===== src/scp_params.svh =====
/*
  Constants for the serial control port: frame length, output widths and
  the reset values of the held words.
  Assumes inclusion by the port's package, design module and checker only.
*/
`ifndef SCP_PARAMS_SVH
`define SCP_PARAMS_SVH

// ----------------------------------------------------------------------
// Frame layout
// ----------------------------------------------------------------------
`define SCP_FRAME_BITS   16
`define SCP_CNT_BITS     5
`define SCP_SEL_BITS     2
`define SCP_SEL_LSB      0
`define SCP_NUM_SENSE    3
`define SCP_WORD_RESET   16'h0000
`define SCP_SEL_RESET    2'h0

`endif


===== src/scp_pkg.sv =====
/*
  Types for the serial control port.
  Assumes scp_params.svh is on the include path.
*/
`include "scp_params.svh"

package scp_pkg;

  // ----------------------------------------------------------------------
  // Words and pin groups
  // ----------------------------------------------------------------------
  typedef logic [`SCP_FRAME_BITS-1:0] scp_word_t;

  // Serial pins from the master, sampled by the port
  typedef struct packed {
    logic chip_select_low;
    logic serial_clk;
    logic serial_in_line;
  } scp_pins_t;

  // Serial output pin, enable low while driving
  typedef struct packed {
    logic serial_out;
    logic serial_out_oe_n;
  } scp_out_t;

  // Frame engine states
  typedef enum logic [2:0] {
    SCP_IDLE  = 3'b001,
    SCP_SHIFT = 3'b010,
    SCP_DONE  = 3'b100
  } scp_state_t;

endpackage : scp_pkg


===== src/scp_sync.sv =====
/*
  Two-flop synchroniser, one lane per bit of a vector.
  Assumes inputs are asynchronous to clk; reset value is a parameter.
*/
`timescale 1ns/1ps

module scp_sync #(
  parameter int         WIDTH = 3,
  parameter [WIDTH-1:0] RST   = '0
) (
  input  wire logic             ref_clk,
  input  wire logic             rstn,
  input  wire logic [WIDTH-1:0] async_in,
  output logic      [WIDTH-1:0] sync_out
);

  // ----------------------------------------------------------------------
  // Per-bit double flop
  // ----------------------------------------------------------------------
  genvar g;
  generate
    for (g = 0; g < WIDTH; g++)
    begin : g_lane
      logic meta_r;
      // First flop is read only by the second
      always_ff @(posedge ref_clk or negedge rstn)
      begin
        if (!rstn)
        begin
          meta_r      <= RST[g];
          sync_out[g] <= RST[g];
        end
        else
        begin
          meta_r      <= async_in[g];
          sync_out[g] <= meta_r;
        end
      end
    end
  endgenerate

endmodule : scp_sync


===== src/scp_port.sv =====
/*
  Serial control port of a multi-output driver: 16-bit slave shift port,
  LSB-first in on falling serial clock, MSB-first out on rising serial
  clock, output floated while deselected, plus the sense mux selection.
  Assumes the master keeps the serial clock low around select edges and
  that each serial clock half spans at least four ref_clk cycles, since
  the output bit appears four cycles after the pin rises.
*/
// Notes on behaviour
// - Traffic counts only while select is low; ignored while high.
// - Shift register advances only on edges of the master's clock.
// - Serial input is sampled on each falling serial clock edge.
// - Received words arrive least significant bit first.
// - Input data is accepted only while selected.
// - Serial output changes on each rising serial clock edge after the first; bit 15 is already on the line at the first.
// - Outgoing words leave most significant bit first.
// - Serial output floats while select is high, driven while low.
// - Sense output follows the switch chosen by the mux select bits.
// - A frame is sixteen bits, sixteen clock pulses per selection.
`timescale 1ns/1ps
`include "scp_params.svh"

module scp_port (
  input  wire logic                         ref_clk,
  input  wire logic                         rstn,
  input  wire scp_pkg::scp_pins_t           pins,
  input  wire scp_pkg::scp_word_t           resp_word,
  output scp_pkg::scp_out_t                 out_pin,
  output scp_pkg::scp_word_t                ctrl_word,
  output logic                              ctrl_valid,
  output logic                              frame_error,
  output logic [`SCP_SEL_BITS-1:0]          sense_mux_select,
  output logic [`SCP_NUM_SENSE-1:0]         sense_route
);

  // ----------------------------------------------------------------------
  // Pin synchronisers and edge detection
  // ----------------------------------------------------------------------
  scp_pkg::scp_pins_t  pins_s;
  logic                cs_d_r;
  logic                sck_d_r;
  logic                selected;
  logic                cs_fall;
  logic                cs_rise;
  logic                sck_rise;
  logic                sck_fall;

  // Select idles high so reset looks deselected
  scp_sync #(
    .WIDTH (3),
    .RST   (3'b100)
  ) u_sync (
    .ref_clk  (ref_clk),
    .rstn     (rstn),
    .async_in (pins),
    .sync_out (pins_s)
  );

  // Previous synchronised levels for edge finding
  always_ff @(posedge ref_clk or negedge rstn)
  begin
    if (!rstn)
    begin
      cs_d_r  <= 1'b1;
      sck_d_r <= 1'b0;
    end
    else
    begin
      cs_d_r  <= pins_s.chip_select_low;
      sck_d_r <= pins_s.serial_clk;
    end
  end

  assign selected = !pins_s.chip_select_low;
  assign cs_fall  = cs_d_r && !pins_s.chip_select_low;
  assign cs_rise  = !cs_d_r && pins_s.chip_select_low;
  // Clock edges only count while selected, so stray clocks are ignored
  assign sck_rise = selected && !cs_fall && !sck_d_r && pins_s.serial_clk;
  assign sck_fall = selected && !cs_fall && sck_d_r && !pins_s.serial_clk;

  // ----------------------------------------------------------------------
  // Frame state
  // ----------------------------------------------------------------------
  scp_pkg::scp_state_t     state_r;
  scp_pkg::scp_state_t     state_nxt;
  logic [`SCP_CNT_BITS-1:0] bit_cnt_r;
  scp_pkg::scp_word_t      rx_r;
  scp_pkg::scp_word_t      tx_r;

  // Count falling edges; a frame is complete at exactly sixteen
  always_comb
  begin
    state_nxt = state_r;
    unique case (state_r)
      scp_pkg::SCP_IDLE:
        if (cs_fall)
          state_nxt = scp_pkg::SCP_SHIFT;
      scp_pkg::SCP_SHIFT:
        if (cs_rise)
          state_nxt = scp_pkg::SCP_IDLE;
        else if (sck_fall && bit_cnt_r == 5'(`SCP_FRAME_BITS - 1))
          state_nxt = scp_pkg::SCP_DONE;
      scp_pkg::SCP_DONE:
        if (cs_rise)
          state_nxt = scp_pkg::SCP_IDLE;
      default:
        state_nxt = scp_pkg::SCP_IDLE;
    endcase
  end

  always_ff @(posedge ref_clk or negedge rstn)
  begin
    if (!rstn)
      state_r <= scp_pkg::SCP_IDLE;
    else
      state_r <= state_nxt;
  end

  // Bit counter; saturates so extra pulses mark the frame bad
  always_ff @(posedge ref_clk or negedge rstn)
  begin
    if (!rstn)
      bit_cnt_r <= '0;
    else if (cs_fall)
      bit_cnt_r <= '0;
    else if (sck_fall && bit_cnt_r != 5'(`SCP_FRAME_BITS + 1))
      bit_cnt_r <= bit_cnt_r + 5'd1;
  end

  // ----------------------------------------------------------------------
  // Receive shifter
  // ----------------------------------------------------------------------
  // Shift right, new bit at the top: first bit ends in bit 0
  always_ff @(posedge ref_clk or negedge rstn)
  begin
    if (!rstn)
      rx_r <= `SCP_WORD_RESET;
    else if (sck_fall)
      rx_r <= {pins_s.serial_in_line, rx_r[`SCP_FRAME_BITS-1:1]};
  end

  // ----------------------------------------------------------------------
  // Transmit shifter
  // ----------------------------------------------------------------------
  // Load at select fall so bit 15 is on the line before the first edge
  always_ff @(posedge ref_clk or negedge rstn)
  begin
    if (!rstn)
      tx_r <= `SCP_WORD_RESET;
    else if (cs_fall)
      tx_r <= resp_word;
    else if (sck_rise && bit_cnt_r != 5'd0)
      tx_r <= {tx_r[`SCP_FRAME_BITS-2:0], 1'b0};
  end

  // Output pin registered; enable low only while selected
  always_ff @(posedge ref_clk or negedge rstn)
  begin
    if (!rstn)
    begin
      out_pin.serial_out      <= 1'b0;
      out_pin.serial_out_oe_n <= 1'b1;
    end
    else
    begin
      out_pin.serial_out      <= tx_r[`SCP_FRAME_BITS-1];
      out_pin.serial_out_oe_n <= !selected || cs_rise;
    end
  end

  // ----------------------------------------------------------------------
  // Word hand-off at select rise
  // ----------------------------------------------------------------------
  // Apply only a frame of exactly sixteen pulses; else flag the error
  always_ff @(posedge ref_clk or negedge rstn)
  begin
    if (!rstn)
    begin
      ctrl_word   <= `SCP_WORD_RESET;
      ctrl_valid  <= 1'b0;
      frame_error <= 1'b0;
    end
    else
    begin
      ctrl_valid  <= 1'b0;
      frame_error <= 1'b0;
      if (cs_rise)
      begin
        if (state_r == scp_pkg::SCP_DONE && bit_cnt_r == 5'(`SCP_FRAME_BITS))
        begin
          ctrl_word  <= rx_r;
          ctrl_valid <= 1'b1;
        end
        else if (state_r != scp_pkg::SCP_IDLE)
          frame_error <= 1'b1;
      end
    end
  end

  // ----------------------------------------------------------------------
  // Current-sense multiplexer
  // ----------------------------------------------------------------------
  // Select bits taken from the applied word; routing follows at once
  always_ff @(posedge ref_clk or negedge rstn)
  begin
    if (!rstn)
      sense_mux_select <= `SCP_SEL_RESET;
    else if (cs_rise && state_r == scp_pkg::SCP_DONE
             && bit_cnt_r == 5'(`SCP_FRAME_BITS))
      sense_mux_select <= rx_r[`SCP_SEL_LSB +: `SCP_SEL_BITS];
  end

  // One-hot route; an unused code selects no switch
  genvar s;
  generate
    for (s = 0; s < `SCP_NUM_SENSE; s++)
    begin : g_route
      assign sense_route[s] = (sense_mux_select == `SCP_SEL_BITS'(s + 1));
    end
  endgenerate

endmodule : scp_port


===== config.mk =====
export PLATFORM = sky130hd
export DESIGN_NAME = scp_port
export DESIGN_NICKNAME = d
export VERILOG_FILES = /design/src/scp_pkg.sv /design/src/scp_sync.sv /design/src/scp_port.sv
export VERILOG_INCLUDE_DIRS = /design/src
export SDC_FILE = /design/constraint.sdc
export NUM_CORES = 1
export LEC_CHECK = 0
export BUFFER_PORTS_ARGS = -buffer_cell sky130_fd_sc_hd__buf_2
export CORE_MARGIN = 2
export CORE_UTILIZATION = 53
export DETAILED_ROUTE_END_ITERATION = 16
export GPL_TIMING_DRIVEN = 0
export PLACE_DENSITY = 0.77
export SLEW_MARGIN = 20
export SYNTH_ARGS = -nofsm -noshare
export SYNTH_HDL_FRONTEND = slang
export SYNTH_SLANG_ARGS = --single-unit

===== constraint.sdc =====
create_clock -name ref_clk -period 4.3 [get_ports ref_clk]
set_input_delay 0.215 -clock ref_clk [delete_from_list [all_inputs] [get_ports ref_clk]]
set_output_delay 0.215 -clock ref_clk [all_outputs]
set_load 0.005 [all_outputs]

# --- After elaboration in Yosys (flattened, before gate mapping) ---
# Index checks and enable logic that the tools add are counted.
# Widths: inputs -> output; s select.
totals:
  ff_bits: 70
  elab_cells: 70
classes:
  eq_ne: 13
  n_mux: 14
  addsub: 1
  n_reduce_logical: 24
op_table:
  columns: ["cell", "count"]
  rows:
  - ["$mux 16", 2]
  - ["$logic_and 1x1->1", 13]
  - ["$mux 3", 4]
  - ["$mux 5", 2]
  - ["$pmux 3 s3", 1]
  - ["$add 5x1->5 const B", 1]
  - ["$eq 5x4->1 const B", 1]
  - ["$eq 5x5->1 const B", 1]
  - ["$logic_not 1->1", 5]
  - ["$mux 1", 5]
  - ["$ne 5x5->1 const B", 1]
  - ["$reduce_bool 5->1", 1]
  - ["$eq 2x2->1 const B", 2]
  - ["$ne 2x2->1 const B", 2]
  - ["$reduce_bool 2->1", 2]
  - ["$eq 3x1->1 const B", 1]
  - ["$eq 3x2->1 const B", 1]
  - ["$eq 3x3->1 const B", 1]
  - ["$ne 3x1->1 const B", 1]
  - ["$ne 3x3->1 const B", 1]
  - ["$reduce_and 3->1", 1]
  - ["$eq 2x1->1 const B", 1]
  - ["$reduce_and 2->1", 1]
  - ["$logic_or 1x1->1", 1]

# --- Logic depth before layout (Yosys ltp) ---
depth:
  ltp_word: 10
  mapped_depth: 7

# --- Cells and area by module ---
# A second synthesis with hierarchy kept.
unflattened:
  hier_cells: 271
  hier_area_um2: 3029.2
modules_own_cells:
  columns: ["mod", "area_each_um2", "seq_area_each_um2", "n_inst", "cells_each"]
  rows:
  - ["scp_port", 2876.5, 1605.3, 1, 265]
  - ["scp_sync", 152.6, 152.6, 1, 6]

# --- Worst setup path before layout ---
# No wires, ideal clock.
synth_timing:
  path_kind: "register -> register"
  start: "register u_sync.sync_out[2]"
  end: "register ctrl_word[10]"
  t_required_ps: 4175
  period_less_slack_ps: 2060
  path_buffers: 2
  setup_ps: 125
  setup_slack_ps: 2240
  t_arrival_ps: 1935
  stages_incl_launch_ff: 6
  path_cell_list: "dfstp_2 -> or3b_2 -> or4_4 -> buf_6 -> buf_6 -> mux2_4"
synth_between:
  elab_chain_len: 2
synth_rtl:
  columns: ["item", "line", "rtl"]
  rows:
  - ["start: declaration", "scp_sync.sv:14", "output logic [WIDTH-1:0] sync_out"]
  - ["start signal: indexed assignment", "scp_sync.sv:31", "sync_out[g] <= RST[g];"]
  - ["start signal: indexed assignment", "scp_sync.sv:36", "sync_out[g] <= meta_r;"]
  - ["$logic_and 1x1->1", "scp_port.sv:76", "assign cs_rise = !cs_d_r && pins_s.chip_select_low;"]
  - ["$reduce_and 2->1 (no line)", null, null]
  - ["end signal: assignment", "scp_port.sv:179", "ctrl_word <= `SCP_WORD_RESET;"]
  - ["end signal: assignment", "scp_port.sv:191", "ctrl_word <= rx_r;"]
  - ["end: declaration", "scp_port.sv:29", "output scp_pkg::scp_word_t ctrl_word,"]
# Every way passes these cells.
# A chain may end at the register's enable or synchronous reset.

# --- Worst setup path after layout ---
layout_timing:
  start: "register u_sync.sync_out[2]"
  end: "register tx_r[11]"
layout_between:
  elab_chain_len: 8
  word_cells_on_any_way: 9
  cone_classes: "1 x mux; 8 x reduce/logical"
layout_rtl:
  columns: ["item", "line", "rtl"]
  rows:
  - ["$logic_not 1->1 *", "scp_port.sv:74, scp_port.sv:75", null]
  - ["$logic_and 1x1->1", "scp_port.sv:75", "assign cs_fall = cs_d_r && !pins_s.chip_select_low;"]
  - ["$logic_not 1->1", "scp_port.sv:78", "assign sck_rise = selected && !cs_fall && !sck_d_r && pins_s.serial_clk;"]
  - ["$logic_and 1x1->1 (3 in series)", "scp_port.sv:78", null]
  - ["$logic_and 1x1->1", "scp_port.sv:152", "else if (sck_rise && bit_cnt_r != 5'd0)"]
  - ["$reduce_bool 2->1 (no line)", null, null]
  - ["end signal: assignment", "scp_port.sv:149", "tx_r <= `SCP_WORD_RESET;"]
  - ["end signal: assignment", "scp_port.sv:151", "tx_r <= resp_word;"]
  - ["end signal: assignment", "scp_port.sv:153", "tx_r <= {tx_r[`SCP_FRAME_BITS-2:0], 1'b0};"]
  - ["end: declaration", "scp_port.sv:88", "scp_pkg::scp_word_t tx_r;"]
# Mark *: on every way between the ends. The rest lies on a longest branch, timed or not.

==> summary by stage <==
Run status
The run finished with clean final reports.

Clock tree
CTS saw 70 sinks. The maximum number of buffers from clock root to sink is 2. After clock tree synthesis, the clock-pin slew on the worst setup and hold paths is roughly 0.08 ns.

Hold repair after CTS inserted 4 buffers. TritonCTS built the clock tree. The clock network latency to the later pin of the worst-skew pair is ~0.34 ns.

The H-tree was split into 3 levels. The clock root buffer master is sky130_fd_sc_hd__clkbuf_8. The number of buffers added for setup after CTS is 0. The total CTS buffers is 9. The number of gates resized after cts is 0.

Global routing
The number of global-route vias before repair is between 2,000 and 2,500. Summed over all layers, the global routing overflow is 0. The first global-routing pass estimated 9818 µm of wire.

The initial antenna violation count is 0. The pin count of the biggest net entering global routing is 48. The overall routing resource usage is between 20% and 30%.

Logic synthesis
The number of synthesis warnings is 0. The most common cell in the synthesized netlist is sky130_fd_sc_hd__dfrtp_1. Summed over all instances, the cell type with the most area after synthesis is sky130_fd_sc_hd__dfrtp_1. The synthesized design contains 70 register bits. Among all flip-flop cells after synthesis, the most frequent one is sky130_fd_sc_hd__dfrtp_1. Ranked by total cell area, the synthesized netlist is headed by sky130_fd_sc_hd__dfrtp_1 54%, sky130_fd_sc_hd__mux2_2 9.7%, sky130_fd_sc_hd__mux2_4 4.5%, sky130_fd_sc_hd__dfstp_2 4.3%, sky130_fd_sc_hd__a211oi_1 4.0%. After synthesis the cells add up to 3030 µm².

After synthesis, the largest area contributor takes up 53.67% of total cell area. Yosys mapped a number of flops with a built-in enable equal to 0. The fraction of registers with async set or reset after synthesis is 100.0%. For this run, the register share of the synthesized area comes to between 50% and 60%. After synthesis, the netlist uses 36 different library cells. The mean instance size in the synthesized netlist is 12.73 µm². The number of nets produced by synthesis is between 200 and 300. The number of instances in the synthesized netlist is 238.

Ranked by instance count, the synthesized netlist is headed by 65 x sky130_fd_sc_hd__dfrtp_1, 26 x sky130_fd_sc_hd__mux2_2, 16 x sky130_fd_sc_hd__a211oi_1, 16 x sky130_fd_sc_hd__nor2_1.

Worst hold path
The worst hold path startpoint is resp_word[0]. The worst hold path was traced through 2 stages. The worst min-delay path category is in2reg. The worst hold path terminates at tx_r[0].

Flow run
The max-cap violation count is 0.

Timing
The number of pins with negative max-slew slack in the final report is 0. The post-route minimum period is 2.286 ns. The achievable frequency is between 0.4 and 0.5 GHz.

On the final layout, the worst clock skew is approximately 0.010 ns. In the final timing run, aggregate negative setup slack is 0 ns. The final number of hold-violating endpoints came to 0.

The worst pin sits at a relative slew slack of about three fifths. Setup violations remaining at the end of the flow were counted as 0. The minimum setup slack in the final design is slightly above 2 ns. The measured slew at the worst slew-check pin is 0.6147 ns. Setup repair after global routing left no endpoint under its margin. On the final layout, the worst hold slack is ~0.12 ns.

The final critical path takes up around 53% of the cycle.

Worst setup path
The worst setup path category is reg2reg. At the worst endpoint, the arrival time is between 2 and 3 ns. Among all stages on the critical path, the largest delay is contributed by sky130_fd_sc_hd__dfstp_2. Along the worst path, the maximum fanout reaches 10.

The signal on the critical path passes through clkbuf_1 -> nand2b_1 -> clkbuf_1 -> clkbuf_1 -> o22ai_1 -> a211oi_1. By instance count, the cell type seen most on the critical path is sky130_fd_sc_hd__clkbuf_1. STA classifies the critical path startpoint as a flip-flop. Counting cells, the worst reg-to-reg path comes to 6. The delay of the slowest critical-path stage is ~0.55 ns.

The critical path required time is 4.55 ns. The terminus of the critical flop-to-flop path is tx_r[11]. In this run the register-to-register setup slack is 2.01 ns. STA classifies the critical path endpoint as a flip-flop.

The launching point of the worst reg2reg path is u_sync.sync_out[2].

Placed design
The congestion estimate from routability-driven global placement came to around 0.83. The half-perimeter wire length after placement is 3892 µm. The pre-CTS worst setup slack is between 2 and 2.5 ns. The number of buffer cells added on primary ports is 45.

Power and ir drop
The share of total power dissipated in sequential elements is ~51%. The clock network power share is around two fifths. Combinational cells account for approximately a tenth of the total power.

Net switching is between 20% and 30% of the power. The internal power is around 1100 µW. For this design the ratio of total power to cell area is roughly 400 nW/µm². The maximum vdd ir drop is around 0.33 mV. The analysis attributes to net switching a power of 368.8 µW. In this run the static leakage power is between 0.0015 and 0.002 µW.

Routing
For this run, design rule violations remaining after detail routing come to 0. The per-cell routed wire length is approximately 15 µm. The sum of routed wire length over all layers is roughly 5800 µm.

Summing over every cut layer, the via total after detailed routing is about 2,100. The first detailed-routing pass ran for 4 iterations. The remaining antenna violation count is 0.

The detail-routed via count per cell is between 5 and 6. The DRC violation total after the first TritonRoute iteration is about 150.

Die
The die height is around 80 µm. between 40 and 50 I/O pins were placed. The floorplan has 27 rows.

From left edge to right edge, the die measures around 80 µm. The total area inside the core boundary comes to 5507 µm². The initial standard-cell utilization of the core is 55.03%. The die covers 6339 µm².

Cells and area
The number of inserted diodes is 0. After the last flow step, the layout net total stands at around 320. The layout overhead on the synthesized area is 20.02%. The final cell utilization of the core is about two thirds. Cells with a size suffix above 1 make up a little over a third of the layout.
-- critical path: cells and delay by family (launching register included) --
family / cells / cell delay [ns]
compound gates: 2 / 0.35
buf+inv: 3 / 1.15
flops: 1 / 0.55
simple gates: 1 / 0.16
-- layout make-up --
type                    count  area (µm²)
multi-input cells         145        1171
fillers                   417        1869
clock buffers               9       123.9
repair buffers             50       295.3
plain buffers              15       71.32
clock inverters             7       97.59
well taps                  72       90.09
flip-flops and latches     70        1758
inverters                   8       30.03
-- per-layer routing --
metal | up-vias | track usage [%] | part of all wire (%)
met5 | - | 0 | 0
met4 | 0 | 10.34 | 2.3
met3 | 11 | 5.769 | 4.2
met2 | 48 | 30.50 | 47
met1 | 1029 | 27.88 | 46
li1 | 988 | - | -
-- power by group through the flow --
stage	Combinational [µW]	Clock [µW]	Sequential, µW
finish	147	582	750
global route	165	626	757
CTS	148	595	750
detailed placement	143	0	762
global placement	135	0	758
floorplan	94.9	0	752
-- through the flow --
stage          instance area, µm²  instances  power [µW]
3_3_place_gp                 3346        355       893.7
3_5_place_dp                 3376        356       904.9
6_report                     3637        376        1480
4_1_cts                      3637        376        1492
2_1_floorplan                3030        238       846.9
5_1_grt                      3637        376        1547
-- placed cells by master, fill, tap and decap left out, drive strengths merged --
master / synthesis / final
o21ai: 1 / 1
or4b: 1 / 1
or4: 1 / 1
nor4: 2 / 2
or3b: 3 / 3
dfrtp: 65 / 65
ha: 4 / 4
nor4b: 2 / 2
dlygate4sd3: 0 / 4
a221o: 1 / 1
o31ai: 1 / 1
nand4: 1 / 1
buf: 2 / 48
clkinvlp: 0 / 2
and2: 1 / 1
o22ai: 15 / 15
mux2i: 3 / 3
dfstp: 5 / 5
mux2: 35 / 35
a31o: 1 / 1
nor2b: 6 / 6
xor2: 1 / 1
clkbuf: 13 / 22
nor2: 16 / 16
a21oi: 3 / 3
a211oi: 16 / 16
nor3: 3 / 3
clkinv: 0 / 2
a2111o: 1 / 1
a21boi: 15 / 15
bufinv: 0 / 2
o21a: 1 / 1
inv: 8 / 9
and3: 1 / 1
nor3b: 1 / 1
nand2b: 3 / 3
nand4b: 1 / 1
nand2: 5 / 5
-- flip-flops by register name, summed over array words and instances, names as in the netlist --
register              cells
sense_mux_select          2
rx_r                     16
tx_r                     16
ctrl_word                16
cs_d_r                    1
sck_d_r                   1
u_sync.g_lane.meta_r      3
ctrl_valid                1
state_r                   3
out_pin                   2
u_sync.sync_out           3
frame_error               1
bit_cnt_r                 5
-- cells by family (layout without fill, tap and decap cells) --
kind of cell,count (synthesis),count (layout),synth area share [%]
AO/OA/AOI/OAI,55,55,12.92
XOR/XNOR,1,1,0.2891
adder cells (fa/ha/maj),4,4,1.652
buffers and inverters,23,89,3.344
flip-flops,70,70,58.01
multiplexers,38,38,15.11
AND/OR/NAND/NOR,47,47,8.671
-- worst max path at each step --
stage,end,slack [ns],cells past startpoint,start
final,tx_r[11],2.01,6,u_sync.sync_out[2]
after global routing,tx_r[11],1.80,6,u_sync.sync_out[2]
after CTS,tx_r[12],2.02,6,u_sync.sync_out[2]
after detailed placement,tx_r[11],2.05,6,u_sync.sync_out[2]
after global placement,tx_r[11],2.08,6,u_sync.sync_out[2]
after floorplan,ctrl_word[10],2.24,5,u_sync.sync_out[2]
Note: power is estimated with default switching activity, not from simulation.
